File: src/core/ric_pkg.sv
// Constants for the reset, interrupt and control pin block.
// Assumes a 40 MHz processor clock and an APB register port with 32-bit data.
package ric_pkg;
	// ==========================================================
	// Timing
	localparam int CLK_MHZ = 40;
	localparam int WD_PULSE_CYCLES = 8;
	localparam int WD_CNT_W = 4;
	// ==========================================================
	// Register byte offsets
	localparam logic [7:0] OFS_SYS_STATUS_CONTROL_REG = 8'h00;
	localparam logic [7:0] OFS_IRQ_STAT = 8'h04;
	localparam logic [7:0] OFS_IRQ_MASK = 8'h08;
	localparam logic [7:0] OFS_PIN_STAT = 8'h0c;
	// ==========================================================
	// System status and control fields
	localparam int B_X1_RISE = 0;
	localparam int B_X2_RISE = 1;
	localparam int B_CONV_EN = 2;
	localparam int B_FLAG_GPIO = 3;
	localparam int B_FLAG_DATA = 4;
	localparam int B_BR_GPIO = 5;
	localparam int B_BR_DIR = 6;
	localparam int B_BR_DATA = 7;
	localparam int B_CLK_SEL = 14;
	localparam int SYS_STATUS_CONTROL_REG_W = 15;
	localparam logic [SYS_STATUS_CONTROL_REG_W-1:0] SYS_STATUS_CONTROL_REG_RST = 15'h0000;
	// ==========================================================
	// Interrupt status and mask fields
	localparam int IRQ_W = 4;
	localparam int I_X1 = 0;
	localparam int I_X2 = 1;
	localparam int I_NMI = 2;
	localparam int I_WD = 3;
	localparam logic [IRQ_W-1:0] IRQ_RST = 4'h0;
	// ==========================================================
	// Pin status fields
	localparam int P_FLAG = 0;
	localparam int P_BR = 1;
	localparam int P_X1 = 2;
	localparam int P_X2 = 3;
	localparam int P_NMI = 4;
	localparam int P_RST = 5;
	localparam int PIN_W = 6;
	localparam logic FLAG_RST = 1'b1;
endpackage

File: src/core/ric_sync.sv
// Two-stage synchroniser bank for asynchronous pins.
// Assumes pins settle between samples; the first stage is read only by the second.
`timescale 1ns/10ps
module ric_sync #(
	parameter int W = 1,
	parameter logic [W-1:0] INIT = '1
) (
	input wire logic i_clk,
	input wire logic i_nrst,
	input wire logic [W-1:0] i_d,
	output logic [W-1:0] o_q
);
	logic [W-1:0] meta_r;
	logic [W-1:0] q_r;
	// ==========================================================
	// Stages
	always_ff @(posedge i_clk) begin
		if (!i_nrst) begin
			meta_r <= INIT;
			q_r <= INIT;
		end else begin
			meta_r <= i_d;
			q_r <= meta_r;
		end
	end
	assign o_q = q_r;
endmodule

File: src/core/ric_top.sv
// Reset, interrupt, flag, branch-test and clock-output pin logic.
// Assumes one 40 MHz clock, APB register access and board-driven asynchronous pins.
// Summary of operation
// RL1: While device reset is low, execution stops and the program counter is held at zero.
// RL2: When device reset rises, fetching restarts at program address zero.
// RL3: Device reset returns control registers and status bits to their reset values; the interrupt status and mask registers here clear only on the local reset.
// RL4: Watchdog overflow drives device reset low for eight clock cycles.
// RL5: The non-maskable interrupt ignores the global interrupt mask.
// RL6: NMI is a falling edge then low; driver keeps it low one cycle.
// RL7: Both external interrupts are edge triggered with programmable polarity.
// RL8: Driver holds the new external interrupt level at least one cycle.
// RL9: The second external interrupt can also start an ADC conversion.
// RL10: Software flag is latched and changes only on set or clear instructions.
// RL11: Every reset makes the flag pin the flag output driven high.
// RL12: Conditional branch samples branch-test input and branches when it is low.
// RL13: Every reset makes the branch-test pin a branch input; software may reassign.
// RL14: Clock output carries processor or watchdog clock, selected by control bit 14.
// RL15: Asynchronous interrupt and reset pins pass two flip-flops before detection.
//
// Added by the designer: the APB register port and the placing of the registers.
`timescale 1ns/10ps
module ric_top (
	input wire logic i_clk,
	input wire logic i_nrst,
	input wire logic i_psel,
	input wire logic i_penable,
	input wire logic i_pwrite,
	input wire logic [7:0] i_paddr,
	input wire logic [31:0] i_pwdata,
	output logic [31:0] o_prdata,
	output logic o_pready,
	output logic o_pslverr,
	input wire logic i_device_reset_n,
	output logic o_device_reset_n,
	output logic o_device_reset_n_oe,
	input wire logic i_wd_overflow,
	output logic o_core_hold,
	output logic o_fetch_start,
	input wire logic i_nmi_n,
	input wire logic i_nmi_ack,
	output logic o_nmi_req,
	input wire logic i_global_irq_mask,
	input wire logic i_ext_irq_one,
	input wire logic i_ext_irq_two,
	output logic o_ext_irq_req,
	output logic o_conv_start_in,
	output logic o_irq,
	input wire logic i_set_control_bit_instr,
	input wire logic i_clear_control_bit_instr,
	input wire logic i_soft_flag_pin,
	output logic o_soft_flag_out,
	output logic o_soft_flag_oe,
	input wire logic i_conditional_branch_instr,
	input wire logic i_branch_test_in,
	output logic o_branch_test_out,
	output logic o_branch_test_oe,
	output logic o_branch_taken,
	input wire logic i_watchdog_clock,
	output logic o_clock_output_pin
);
	// ==========================================================
	// Input synchronisers
	logic [3:0] sync_q;
	logic rst_s, nmi_s, x1_s, x2_s;
	ric_sync #(.W(4), .INIT(4'hf)) u_sync (
		.i_clk(i_clk),
		.i_nrst(i_nrst),
		.i_d({i_device_reset_n, i_nmi_n, i_ext_irq_one, i_ext_irq_two}), // RL15
		.o_q(sync_q)
	);
	assign {rst_s, nmi_s, x1_s, x2_s} = sync_q;

	// ==========================================================
	// Reset pulse and core hold
	logic [ric_pkg::WD_CNT_W-1:0] wd_cnt_r, wd_cnt_nxt;
	logic hold_r, hold_nxt;
	logic rst_all;
	// Own pulse counter uses only the local reset, else the pin loopback would cut it short
	always_comb begin
		wd_cnt_nxt = wd_cnt_r;
		if (i_wd_overflow && wd_cnt_r == '0) begin
			wd_cnt_nxt = ric_pkg::WD_CNT_W'(ric_pkg::WD_PULSE_CYCLES); // RL4
		end else if (wd_cnt_r != '0) begin
			wd_cnt_nxt = wd_cnt_r - 1'b1;
		end
	end
	assign rst_all = !i_nrst || !rst_s;
	assign hold_nxt = rst_all;
	always_ff @(posedge i_clk) begin
		if (!i_nrst) begin
			wd_cnt_r <= '0;
			hold_r <= 1'b1;
		end else begin
			wd_cnt_r <= wd_cnt_nxt;
			hold_r <= hold_nxt;
		end
	end
	assign o_device_reset_n = 1'b0;
	assign o_device_reset_n_oe = (wd_cnt_r != '0); // RL4
	assign o_core_hold = rst_all; // RL1
	assign o_fetch_start = hold_r && !rst_all; // RL2

	// ==========================================================
	// Edge detection
	logic nmi_d_r, x1_d_r, x2_d_r;
	logic nmi_arm_r, x1_arm_r, x2_arm_r;
	logic nmi_arm_nxt, x1_arm_nxt, x2_arm_nxt;
	logic nmi_pend_r, nmi_pend_nxt;
	logic ev_nmi, ev_x1, ev_x2;
	logic [ric_pkg::SYS_STATUS_CONTROL_REG_W-1:0] sys_status_control_reg_r, sys_status_control_reg_nxt;

	function automatic logic edge_sel(input logic prev, input logic cur, input logic rise);
		edge_sel = rise ? (!prev && cur) : (prev && !cur);
	endfunction

	// Edge is confirmed only when the new level is still there a cycle later
	always_comb begin
		nmi_arm_nxt = nmi_d_r && !nmi_s; // RL6
		x1_arm_nxt = edge_sel(x1_d_r, x1_s, sys_status_control_reg_r[ric_pkg::B_X1_RISE]); // RL7
		x2_arm_nxt = edge_sel(x2_d_r, x2_s, sys_status_control_reg_r[ric_pkg::B_X2_RISE]); // RL7
		ev_nmi = nmi_arm_r && !nmi_s; // RL6
		ev_x1 = x1_arm_r && (x1_s == sys_status_control_reg_r[ric_pkg::B_X1_RISE]); // RL8
		ev_x2 = x2_arm_r && (x2_s == sys_status_control_reg_r[ric_pkg::B_X2_RISE]); // RL8
		nmi_pend_nxt = (nmi_pend_r && !i_nmi_ack) || ev_nmi;
	end
	// Delay stages follow the synced pins in reset, else a low pin gives a false edge at release
	always_ff @(posedge i_clk) begin
		if (rst_all) begin
			nmi_d_r <= nmi_s;
			x1_d_r <= x1_s;
			x2_d_r <= x2_s;
			nmi_arm_r <= 1'b0;
			x1_arm_r <= 1'b0;
			x2_arm_r <= 1'b0;
			nmi_pend_r <= 1'b0;
		end else begin
			nmi_d_r <= nmi_s;
			x1_d_r <= x1_s;
			x2_d_r <= x2_s;
			nmi_arm_r <= nmi_arm_nxt;
			x1_arm_r <= x1_arm_nxt;
			x2_arm_r <= x2_arm_nxt;
			nmi_pend_r <= nmi_pend_nxt;
		end
	end
	assign o_nmi_req = nmi_pend_r; // RL5

	// ==========================================================
	// APB slave and registers
	logic [ric_pkg::IRQ_W-1:0] stat_r, stat_nxt, mask_r, mask_nxt;
	logic [ric_pkg::IRQ_W-1:0] ev_vec;
	logic [ric_pkg::PIN_W-1:0] pin_vec;
	logic flag_r, flag_nxt;
	logic conv_r, conv_nxt, br_r, br_nxt;
	logic [31:0] rdata_r, rdata_nxt;
	logic acc, hit, wr, rd;

	function automatic logic addr_hit(input logic [7:0] a);
		addr_hit = (a == ric_pkg::OFS_SYS_STATUS_CONTROL_REG) || (a == ric_pkg::OFS_IRQ_STAT) ||
			(a == ric_pkg::OFS_IRQ_MASK) || (a == ric_pkg::OFS_PIN_STAT);
	endfunction

	assign acc = i_psel && !i_penable;
	assign hit = addr_hit(i_paddr);
	assign wr = i_psel && i_penable && i_pwrite && hit;
	assign rd = i_psel && i_penable && !i_pwrite && hit;
	assign ev_vec = {1'b0, ev_nmi, ev_x2, ev_x1} |
		{i_wd_overflow && wd_cnt_r == '0, 3'b000};
	assign pin_vec = {rst_s, nmi_s, x2_s, x1_s, i_branch_test_in, flag_r};

	always_comb begin
		sys_status_control_reg_nxt = sys_status_control_reg_r;
		mask_nxt = mask_r;
		stat_nxt = stat_r;
		flag_nxt = flag_r;
		rdata_nxt = rdata_r;
		if (wr && i_paddr == ric_pkg::OFS_SYS_STATUS_CONTROL_REG) begin
			sys_status_control_reg_nxt = i_pwdata[ric_pkg::SYS_STATUS_CONTROL_REG_W-1:0];
		end
		if (wr && i_paddr == ric_pkg::OFS_IRQ_MASK) begin
			mask_nxt = i_pwdata[ric_pkg::IRQ_W-1:0];
		end
		if (rd && i_paddr == ric_pkg::OFS_IRQ_STAT) begin
			stat_nxt = '0;
		end
		stat_nxt = stat_nxt | ev_vec;
		if (i_set_control_bit_instr) begin
			flag_nxt = 1'b1; // RL10
		end else if (i_clear_control_bit_instr) begin
			flag_nxt = 1'b0; // RL10
		end
		if (acc) begin
			unique case (i_paddr)
				ric_pkg::OFS_SYS_STATUS_CONTROL_REG: rdata_nxt = 32'(sys_status_control_reg_r);
				ric_pkg::OFS_IRQ_STAT: rdata_nxt = 32'(stat_r);
				ric_pkg::OFS_IRQ_MASK: rdata_nxt = 32'(mask_r);
				ric_pkg::OFS_PIN_STAT: rdata_nxt = 32'(pin_vec);
				default: rdata_nxt = 32'h0000_0000;
			endcase
		end
	end

	// Local reset keeps a watchdog event visible after its own reset pulse
	always_ff @(posedge i_clk) begin
		if (!i_nrst) begin
			stat_r <= ric_pkg::IRQ_RST;
			mask_r <= ric_pkg::IRQ_RST;
			rdata_r <= 32'h0000_0000;
		end else begin
			stat_r <= stat_nxt;
			mask_r <= mask_nxt;
			rdata_r <= rdata_nxt;
		end
	end
	always_ff @(posedge i_clk) begin
		if (rst_all) begin
			sys_status_control_reg_r <= ric_pkg::SYS_STATUS_CONTROL_REG_RST; // RL3 RL11 RL13
			flag_r <= ric_pkg::FLAG_RST; // RL11
		end else begin
			sys_status_control_reg_r <= sys_status_control_reg_nxt;
			flag_r <= flag_nxt;
		end
	end
	assign o_prdata = rdata_r;
	assign o_pready = 1'b1;
	assign o_pslverr = i_psel && i_penable && !hit;
	assign o_irq = |(stat_r & mask_r);
	assign o_ext_irq_req = !i_global_irq_mask && |(stat_r[ric_pkg::I_X2:ric_pkg::I_X1] &
		mask_r[ric_pkg::I_X2:ric_pkg::I_X1]);

	// ==========================================================
	// Conversion start, branch test, flag pin, clock out
	assign conv_nxt = ev_x2 && sys_status_control_reg_r[ric_pkg::B_CONV_EN]; // RL9
	assign br_nxt = i_conditional_branch_instr && !sys_status_control_reg_r[ric_pkg::B_BR_GPIO] &&
		!i_branch_test_in; // RL12
	always_ff @(posedge i_clk) begin
		if (rst_all) begin
			conv_r <= 1'b0;
			br_r <= 1'b0;
		end else begin
			conv_r <= conv_nxt;
			br_r <= br_nxt;
		end
	end
	assign o_conv_start_in = conv_r;
	assign o_branch_taken = br_r;
	assign o_branch_test_oe = sys_status_control_reg_r[ric_pkg::B_BR_GPIO] && sys_status_control_reg_r[ric_pkg::B_BR_DIR]; // RL13
	assign o_branch_test_out = sys_status_control_reg_r[ric_pkg::B_BR_DATA];
	assign o_soft_flag_out = sys_status_control_reg_r[ric_pkg::B_FLAG_GPIO] ?
		sys_status_control_reg_r[ric_pkg::B_FLAG_DATA] : flag_r; // RL11
	assign o_soft_flag_oe = 1'b1;
	// Glitch-prone clock mux; switch only while the output is unused
	assign o_clock_output_pin = sys_status_control_reg_r[ric_pkg::B_CLK_SEL] ? i_watchdog_clock : i_clk; // RL14
endmodule

File: config.mk
export PLATFORM = sky130hd
export DESIGN_NAME = ric_top
export DESIGN_NICKNAME = d
export VERILOG_FILES = /design/src/core/ric_pkg.sv /design/src/core/ric_sync.sv /design/src/core/ric_top.sv
export SDC_FILE = /design/constraint.sdc
export NUM_CORES = 1
export LEC_CHECK = 0
export BUFFER_PORTS_ARGS = -buffer_cell sky130_fd_sc_hd__buf_2
export CAP_MARGIN = 25
export CORE_ASPECT_RATIO = 1.5
export CORE_MARGIN = 5
export CORE_UTILIZATION = 43
export DETAILED_ROUTE_END_ITERATION = 6
export GPL_TIMING_DRIVEN = 1
export PLACE_DENSITY = 0.72
export SYNTH_ARGS = -nofsm -noshare
export SYNTH_HDL_FRONTEND = slang
export SYNTH_HIERARCHICAL = 1
export SYNTH_SLANG_ARGS = --single-unit
export TNS_END_PERCENT = 20
File: constraint.sdc
create_clock -name i_clk -period 1.4 [get_ports i_clk]
set_input_delay 0.14 -clock i_clk [delete_from_list [all_inputs] [get_ports i_clk]]
set_output_delay 0.14 -clock i_clk [all_outputs]
set_load 0.005 [all_outputs]
Word-level counts from Yosys, hierarchy flattened
Index checks and enable logic that the tools add are counted.
{ "word_totals": {"word_cells": 92, "inputBits": 58, "regBits": 78} }
{ "op_classes": {"n_bitwise": 5, "n_eq_ne": 5, "muxes": 8, "reduce_logical": 54, "add_sub_neg": 1} }
{ "op_table": {"columns": ["op", "count"], "rows": [
  ["case mux 15 bit (4 select lines)", 1],
  ["logical AND 1 bit", 26],
  ["== test 8 x 4 -> 1 bit (second input constant)", 2],
  ["zero test 1 bit", 15],
  ["2-to-1 mux 4 bit", 3],
  ["== test 8 x 3 -> 1 bit (second input constant)", 1],
  ["zero test 8 bit", 1],
  ["OR reduction 2 bit", 3],
  ["logical OR 1 bit", 5],
  ["bitwise AND 4 bit", 1],
  ["zero test 4 bit", 1],
  ["2-to-1 mux 1 bit", 4],
  ["bitwise OR 3 x 4 -> 4 bit", 1],
  ["bitwise OR 4 bit", 1],
  ["nonzero test 4 bit", 1],
  ["OR reduction 4 bit", 1],
  ["subtractor 4 x 1 -> 4 bit (second input constant)", 1],
  ["bitwise AND 2 bit", 1],
  ["== test 1 bit", 2],
  ["nonzero test 2 bit", 1],
  ["NOT 1 bit", 1]
]} }

Longest topological paths before layout
Gate-level depths: netlist of the first run.
{ "logic_depth": {"word_depth": 8, "ltp_mapped": 6, "depth_no_buf": 6} }

Modules after synthesis
Netlist of the first run, hierarchy kept.
{ "by_module_without_submodules": {"columns": ["module", "seq_area_each_um2", "cells_each", "area_each_um2", "instances"], "rows": [
  ["ric_top", 1061.0, 268, 2459.9, 1],
  ["ric_sync", 160.2, 16, 210.2, 1]
]} }

==> results of run 1 <==
-- final timing paths --
| path | from | endpoint | slack (ns) |
|---|---|---|---|
| setup / recovery | mask_r[1]$_SDFFE_PN0P_ | o_irq | -0.17 |
| hold / removal | i_nrst | o_prdata[3]$_SDFFE_PN0P_ | 0.07 |
| setup reg to reg | wd_cnt_r[1]$_SDFFE_PP0P_ | wd_cnt_r[3]$_SDFFE_PN0P_ | 0.10 |
| hold reg to reg | u_sync/o_q[2]$_SDFF_PN1_ | nmi_d_r$_DFF_P_ | 0.39 |
-- final cells by class --
cell class                 count  area, um2
clock inverter                 3       20.0
inverter                       7       28.8
tap                           74       92.6
multi-input combinational    199       1300
timing repair buffer         116        787
clock buffer                  17        205
fill                         519       2420
sequential                    61       1230
-- power groups by stage --
stage / Combinational (mW) / Sequential (mW) / Clock [mW]
floorplan: 0.384 / 1.89 / 0.0329
global placement: 0.561 / 1.89 / 0.0559
detailed placement: 0.578 / 1.90 / 0.0559
CTS: 0.723 / 1.87 / 1.72
global route: 0.875 / 1.89 / 1.81
finish: 0.793 / 1.88 / 1.68
-- routing by layer --
| layer | routed length, um | part of all wire, % | global-route usage, % | vias to the layer above |
|---|---|---|---|---|
| li1 | - | - | - | 1162 |
| met1 | 2660 | 39 | 21.5 | 1097 |
| met2 | 3550 | 52 | 29.9 | 75 |
| met3 | 443 | 6.5 | 5.96 | 15 |
| met4 | 152 | 2.2 | 9.29 | 0 |
| met5 | 0 | 0 | 0 | - |
-- worst reg2reg max path, stage by stage (launching register included) --
cell and delay (ns):
dfxtp_2 0.34, inv_2 0.05, ha_4 0.15, or3_1 0.30
a211o_1 0.27, a21oi_2 0.12
-- stage by stage --
step | hold slack [ns] | TNS (ns) | std cells | setup slack, ns
2_1_floorplan | 0.213 | -0.181 | 302 | -0.0157
3_3_place_gp | 0.321 | -3.05 | 428 | -0.158
3_5_place_dp | 0.325 | -3.46 | 428 | -0.184
4_1_cts | 0.0422 | -0.464 | 474 | -0.160
5_1_grt | 0.0627 | -0.606 | 477 | -0.212
6_report | 0.0658 | -0.447 | 477 | -0.173
-- what timing repair did --
action                                  in CTS  in global routing
gates resized for setup                     12                  7
buffers inserted                             2                  3
pin swaps                                    1                  1
hold endpoints to repair                    27                  0
hold buffers                                25                  0
endpoints found under the setup margin       9                  7
-- cell usage in the layout, fill, tap and decap left out, types with 2 or more instances in the layout --
cell | netlist | final
buf_2 | 0 | 66
nand2_1 | 58 | 58
dfxtp_1 | 61 | 55
dlygate4sd3_1 | 0 | 25
buf_4 | 21 | 24
conb_1 | 2 | 20
mux2i_1 | 19 | 19
a21oi_1 | 17 | 16
clkbuf_8 | 0 | 14
nand2b_1 | 13 | 13
nand4_1 | 9 | 9
nor2_1 | 6 | 6
dfxtp_2 | 0 | 6
mux4_2 | 4 | 4
a32o_1 | 4 | 4
inv_2 | 0 | 3
and3_1 | 3 | 3
nor4_2 | 2 | 3
nand3_1 | 3 | 3
nor3_1 | 3 | 3
inv_1 | 7 | 3
o21ai_0 | 3 | 3
nor3b_1 | 4 | 3
and2_1 | 3 | 2
nor2b_1 | 2 | 2
nor4_4 | 2 | 2
o21a_1 | 2 | 2
o22ai_1 | 2 | 2
xnor2_1 | 2 | 2
o2111ai_1 | 2 | 2
clkbuf_1 | 12 | 2
clkinvlp_4 | 0 | 2
-- sequential cells by signal, summed over array words and instances, names as in the netlist, 4 cells and up --
| signal | flops |
|---|---|
| mask_r | 4 |
| o_prdata | 15 |
| stat_r | 4 |
| sys_status_control_reg_r | 15 |
| u_sync/meta_r | 4 |
| u_sync/o_q | 4 |
| wd_cnt_r | 4 |
-- logic make-up (layout without fill, tap and decap cells) --
| family | count (synthesis) | count (layout) | synth area share (%) |
|---|---|---|---|
| simple gates | 116 | 116 | 23.3 |
| flops | 61 | 61 | 45.7 |
| buf+inv | 42 | 143 | 9.47 |
| compound gates | 34 | 34 | 8.25 |
| mux | 25 | 25 | 11.3 |
| fa+ha+maj | 2 | 2 | 0.937 |
| other cells | 2 | 20 | 0.281 |
| xor+xnor | 2 | 2 | 0.656 |
==> flow_summary.toml, run 1 <==
[pwr]
power.total_mw = 4.35
clockPowerShare_pct = 38.6
power_density_nw_per_um2 = 1190
irDropWorstVdd_v = 0.00107
power_frac_comb_pct = 18.2
internal-power_mw = 3.20
seq_power_share_pct = 43.1
p_leak_nw = 1.55
switching_share_pct = 26.3
switchingPower_mw = 1.14

[timing]
maxSlewViolCount = 0
setup_viol = 4
period_minus_slack_ns = 1.57
max_freq_ghz = 0.636
worst_slack_ns = -0.173
rsz0062_at_grt = "true"
fin_skew_ns = 0.00424
hold_viol = 0
period_share_pct = 112

[floorplanning]
die_w_um = 74.3
dieArea_um2 = 7920
coreArea_um2 = 6090
rows = 35
chipHeight_um = 107
initial_core_util_pct = 43.9
pin_count = 106

[synth]
yosys-top-cells-area = "dfxtp_1 (46%), nand2_1 (8.2%), mux2i_1 (7.1%)"
synth_top_area_share_pct = 45.7
synth_area_um2 = 2670
ys.flop_type = "dfxtp_1"
ys_ff_latch = 61
synth_commonest_cells = "dfxtp_1 (61), nand2_1 (58), buf_4 (21)"
seq_area_frac_synth_pct = 45.7
synth_edf_count = 0
ys_types = 42
postSynthAreaPerCell_um2 = 9.40
syn_inst = 284
synth_top_area_cell = "dfxtp_1"
ys_warn_count = 6
ys_async_sr_fraction_pct = 0
synth_most_common_cell = "dfxtp_1"

[detailed_routing]
drt_iter0_markers = 155
routed_wl_um = 6810
vias = 2349
wl_per_cell_um = 14.3
first_pass_iters = 4
vias_per_cell = 4.92
ant_nets = 0
drc = 0

[critical_path]
cp.depth = 3
crit_family = "compound AO/OA/AOI/OAI gates"
cp-end-kind = "output pin"
crit_path_max_incr_delay_ns = 0.33
path_max_fanout = 3
path_buf_inv = 1
path_class = "flop to output pin"
worstPathCellList = "a22o_1 -> a221o_1 -> buf_2"
critPathRequiredTime_ns = 1.26
cp.arrival_ns = 1.43
cp-start-kind = "flop"
crit_slowest_cell = "dfxtp_2"
r2r_cells = 5

[cells_and_area]
post-route-util_pct = 60.2
diodes = 0
final_area_um2 = 3670
area_growth_pct = 37.3
nets = 458
drive_gt1_share_pct = 34.0

[place]
placed_cell_area_um2 = 3110
hpwl_um = 4700
place.gp.congestion = 0.822
portBuffers = 67

[grt]
gr-usage-all-layers_pct = 18.5
grt_pass1_vias = 2335
grt_pass1_wl_um = 10900
antenna_found_initial = 0
grt.overflow.total = 0
grt_max_degree = 26

[run_status]
status = "finished with violations"
violations = "negative setup slack"

[clock_tree]
clk_latency_ns = 0.44
path_clk_slew_ns = 0.07
cts_tree = "built"

[min_path]
holdPathStages = 2
hp-class = "input pin to flop"

[flow_run]
maxCapViolations = 0
Note: power is estimated with default switching activity, not from simulation.
==> run 2, diff against run 1 <==
--- a/config.mk
+++ b/config.mk
@@ -8,7 +8,6 @@
 export BUFFER_PORTS_ARGS = -buffer_cell sky130_fd_sc_hd__buf_2
 export CAP_MARGIN = 25
 export CORE_ASPECT_RATIO = 1.5
-export CORE_MARGIN = 5
 export CORE_UTILIZATION = 43
 export DETAILED_ROUTE_END_ITERATION = 6
 export GPL_TIMING_DRIVEN = 1
==> flow_summary.toml, run 2 (synthesized netlist as in run 1, its figures left out) <==
[timing]
hold_ws_ns = 0.0602
maxSlewViolCount = 0
worst_slack_ns = -0.177
max_freq_ghz = 0.634
period_minus_slack_ns = 1.58
rsz0062_at_grt = "true"
period_share_pct = 113
setup_viol = 5
fin_skew_ns = 0.00487
hold_viol = 0

[critical_path]
cp_common_cell = "inv_2"
path_max_fanout = 3
crit_slowest_cell = "dfxtp_2"
cp-end-kind = "output pin"
crit_family = "buffers and inverters"
cp-start-kind = "flop"
critPathRequiredTime_ns = 1.26
crit_path_max_incr_delay_ns = 0.32
path_class = "flop to output pin"
cp.arrival_ns = 1.44
path_buf_inv = 4
setup.worst_path.start = "wd_cnt_r[1]$_SDFFE_PP0P_"
worstPathCellList = "inv_2 -> ha_4 -> nor3b_2 -> buf_4 -> inv_2 -> buf_6"
timing.rr.start = "wd_cnt_r[0]$_SDFFE_PP0P_"

[grt]
antenna_found_initial = 0
gr-usage-all-layers_pct = 23.1
grt_pass1_wl_um = 10900
grt_pass1_vias = 2384
grt_max_degree = 25
grt.overflow.total = 0

[floorplanning]
chipHeight_um = 98.5
die_w_um = 66.3
initial_core_util_pct = 45.2
dieArea_um2 = 6540
pin_count = 106
rows = 34
coreArea_um2 = 5910

[detailed_routing]
ant_nets = 0
drc = 0
routed_wl_um = 6990
vias_per_cell = 5.02
vias = 2417
first_pass_iters = 4
wl_per_cell_um = 14.5
drt_iter0_markers = 105

[min_path]
min_from = "i_nrst"
hp-class = "input pin to flop"

[cells_and_area]
regArea_um2 = 1230
nFillCells = 486
drive_gt1_share_pct = 35.5
layout_common_cells = "buf_2 (65), nand2_1 (58), dfxtp_1 (55)"
area_growth_pct = 40.7
nets = 464
layout_commonest_cell = "buf_2"
diodes = 0
multi_input_area_um2 = 1310

[run_status]
violations = "negative setup slack"
status = "finished with violations"

[clock_tree]
path_clk_slew_ns = 0.07
clk_latency_ns = 0.45
cts_tree = "built"

[pwr]
p_leak_nw = 1.61
irDropWorstVdd_v = 0.000690
power_density_nw_per_um2 = 1250

[place]
portBuffers = 67
hpwl_um = 4760
dp_slack_ns = -0.193
place.gp.congestion = 0.747

[flow_run]
maxCapViolations = 0
-- run 2: changes by cell type in the layout (fill, tap and decap cells not counted), moves of 2 or more --
| cell | before | now |
|---|---|---|
| buf_4 | 24 | 28 |
| clkinv_2 | 1 | 3 |
| dlygate4sd3_1 | 25 | 27 |
| clkinvlp_4 | 2 | 0 |
| clkbuf_1 | 2 | 0 |
-- run 2: power breakdown --
part / internal [mW] / switching [mW]
Sequential: 1.81 / 0.0613
Combinational: 0.505 / 0.400
Clock: 1.18 / 0.724
Total: 3.50 / 1.19
-- run 2: cell type report --
type,count,share of cell area (%)
clock inverter,4,1.20
timing repair buffer,122,22.4
multi-input combinational,199,34.8
inverter,7,0.766
sequential,61,32.8
tap,72,2.40
clock buffer,16,5.63
-- run 2: final timing paths --
| kind | endpoint | slack (ns) | cells past startpoint |
|---|---|---|---|
| max reg2reg | wd_cnt_r[3]$_SDFFE_PN0P_ | -0.05 | 6 |
| min | o_prdata[0]$_SDFFE_PN0P_ | 0.06 | 2 |
| max | o_device_reset_n_oe | -0.18 | 6 |
| min reg2reg | nmi_d_r$_DFF_P_ | 0.38 | 0 |
-- run 2: per-stage QoR --
stage / cells / util [%] / instance area (um2) / power [mW] / setup TNS (ns)
floorplan: 302 / - / 2740 / 2.31 / -0.181
global placement: 426 / 52.5 / 3110 / 2.51 / -3.05
detailed placement: 426 / 52.5 / 3110 / 2.55 / -3.50
CTS: 480 / 63.0 / 3730 / 4.62 / -0.528
global route: 481 / 63.5 / 3760 / 4.89 / -0.747
finish: 481 / 63.5 / 3760 / 4.68 / -0.535
-- run 2: layer usage --
| metal | share of wire (%) | global-route usage (%) | wire length, um | up-vias |
|---|---|---|---|---|
| met5 | 0 | 0 | 0 | - |
| met3 | 5.0 | 7.87 | 350 | 20 |
| met4 | 2.7 | 13.6 | 189 | 0 |
| met2 | 53 | 40.0 | 3730 | 91 |
| li1 | - | - | - | 1181 |
| met1 | 39 | 23.4 | 2720 | 1125 |
-- run 2: what timing repair did --
item / 4_1_cts / 5_1_grt
buffers inserted: 8 / 1
pin swaps: 1 / 2
resized for setup: 18 / 5
endpoints found under the hold margin: 28 / 0
setup endpoints to repair: 8 / 7
hold buffers: 27 / 0
==> run 3, diff against run 2 <==
--- a/config.mk
+++ b/config.mk
@@ -7,7 +7,6 @@
 export LEC_CHECK = 0
 export BUFFER_PORTS_ARGS = -buffer_cell sky130_fd_sc_hd__buf_2
 export CAP_MARGIN = 25
-export CORE_ASPECT_RATIO = 1.5
 export CORE_UTILIZATION = 43
 export DETAILED_ROUTE_END_ITERATION = 6
 export GPL_TIMING_DRIVEN = 1
==> constraint.sdc (replaced) <==
create_clock -name i_clk -period 1.4 [get_ports i_clk]
set_input_delay 0.14 -clock i_clk [delete_from_list [all_inputs] [get_ports i_clk]]
set_output_delay 0.14 -clock i_clk [all_outputs]
set_load 0.02 [all_outputs]
==> flow_summary.toml, run 3 (synthesized netlist as in run 1, its figures left out) <==
[cells_and_area]
nets = 457
diodes = 0
layout_common_cells = "buf_2 (63), nand2_1 (58), dfxtp_1 (55)"
layout_commonest_cell = "buf_2"
post-route-util_pct = 62.5
regArea_um2 = 1230
multi_input_area_um2 = 1300
nFillCells = 520
drive_gt1_share_pct = 34.1
area_growth_pct = 39.4
layout.cells.non_filler = 477

[run_status]
violations = "negative setup slack"
status = "finished with violations"

[pwr]
clockPowerShare_pct = 41.1
switching_share_pct = 26.7
irDropWorstVdd_v = 0.00111
p_leak_nw = 1.58
internal-power_mw = 3.44
power_frac_comb_pct = 18.9
seq_power_share_pct = 40.0
power.total_mw = 4.69
switchingPower_mw = 1.25
power_density_nw_per_um2 = 1260

[grt]
gr-usage-all-layers_pct = 22.8
grt_pass1_vias = 2355
antenna_found_initial = 0
grt_max_degree = 33
grt_pass1_wl_um = 10800
grt.overflow.total = 0

[timing]
hold_ws_ns = 0.0988
maxSlewViolCount = 0
worst_slack_ns = -0.235
max_freq_ghz = 0.611
hold_viol = 0
period_minus_slack_ns = 1.64
period_share_pct = 117
fin_skew_ns = 0.00614
setup_viol = 5
rsz0062_at_grt = "true"

[place]
hpwl_um = 4290
dp.cells = 429
place.gp.congestion = 0.833
portBuffers = 67

[floorplanning]
rows = 28
dieArea_um2 = 6530
pin_count = 106
coreArea_um2 = 5960
chipHeight_um = 80.8
initial_core_util_pct = 44.8
die_w_um = 80.8

[detailed_routing]
drt_iter0_markers = 129
wl_met1_um = 2780
drc = 0
wl_met2_um = 3420
routed_wl_um = 6740
ant_nets = 0
vias = 2369
wl_met3_um = 452
wl_per_cell_um = 14.1
highest_layer = "met4"
vias_per_cell = 4.97
first_pass_iters = 4

[critical_path]
cp.arrival_ns = 1.50
path_max_fanout = 3
critPathRequiredTime_ns = 1.26
path_class = "flop to output pin"
cp-end-kind = "output pin"
rrSetupSlack_ns = -0.03
cp-start-kind = "flop"
r2r_cells = 6

[min_path]
holdPathStages = 4
hp-class = "input pin to flop"

[flow_run]
maxCapViolations = 0

[clock_tree]
path_clk_slew_ns = 0.06
cts_tree = "built"
clk_latency_ns = 0.45
## run 3: cell types whose count changed in the layout (fill, tap and decap cells not counted), sizes merged
cell,change
buf,-6
dlygate4sd3,-1
## run 3: final timing paths
path,startpoint,endpoint
worst max-delay path,mask_r[1]$_SDFFE_PN0P_,o_irq
worst max register to register,wd_cnt_r[1]$_SDFFE_PP0P_,wd_cnt_r[3]$_SDFFE_PN0P_
worst min-delay path,i_paddr[6],o_prdata[4]$_SDFFE_PN0P_
worst min register to register,u_sync/o_q[0]$_SDFF_PN1_,x2_d_r$_DFF_P_
## run 3: through the flow
| step | area (um2) | TNS, ns | worst slack, ns |
|---|---|---|---|
| after global routing | 3720 | -0.890 | -0.262 |
| after global placement | 3130 | -2.88 | -0.142 |
| after CTS | 3680 | -0.854 | -0.229 |
| after floorplan | 2740 | -0.173 | -0.0157 |
| final | 3720 | -0.685 | -0.235 |
| after detailed placement | 3130 | -3.35 | -0.172 |
## run 3: what timing repair did
| action | in CTS | in global routing |
|---|---|---|
| buffers inserted | 3 | 0 |
| endpoints found under the setup margin | 7 | 9 |
| hold endpoints to repair | 27 | 0 |
| hold buffers | 26 | 0 |
| resized for setup | 10 | 14 |
| pin swaps | 1 | 1 |
## run 3: routing by layer
metal / vias to the layer above / track usage [%]
met2: 94 / 38.3
met4: 0 / 10.9
met1: 1104 / 25.2
li1: 1160 / -
met5: - / 0
met3: 11 / 8.88
## run 3: power by group through the flow
stage / logic, mW / clock network, mW / registers, mW
finish: 0.886 / 1.93 / 1.88
global route: 0.964 / 2.07 / 1.88
CTS: 0.776 / 1.98 / 1.87
detailed placement: 0.642 / 0.0916 / 1.90
global placement: 0.631 / 0.0916 / 1.90
floorplan: 0.458 / 0.0694 / 1.89
## run 3: cell type report
cell class              instances  area share, %
flip-flops and latches         61           33.1
repair buffers                115           21.8
clock inverters                 4           1.21
well taps                      75           2.52
clock buffers                  16           5.68
inverters                       7          0.706
multi-input cells             199           35.0
## run 3: critical path, stage by stage, from the launching register on
cell	delay (ns)
dfxtp_2	0.33
a22o_1	0.27
a221o_1	0.31
buf_6	0.14
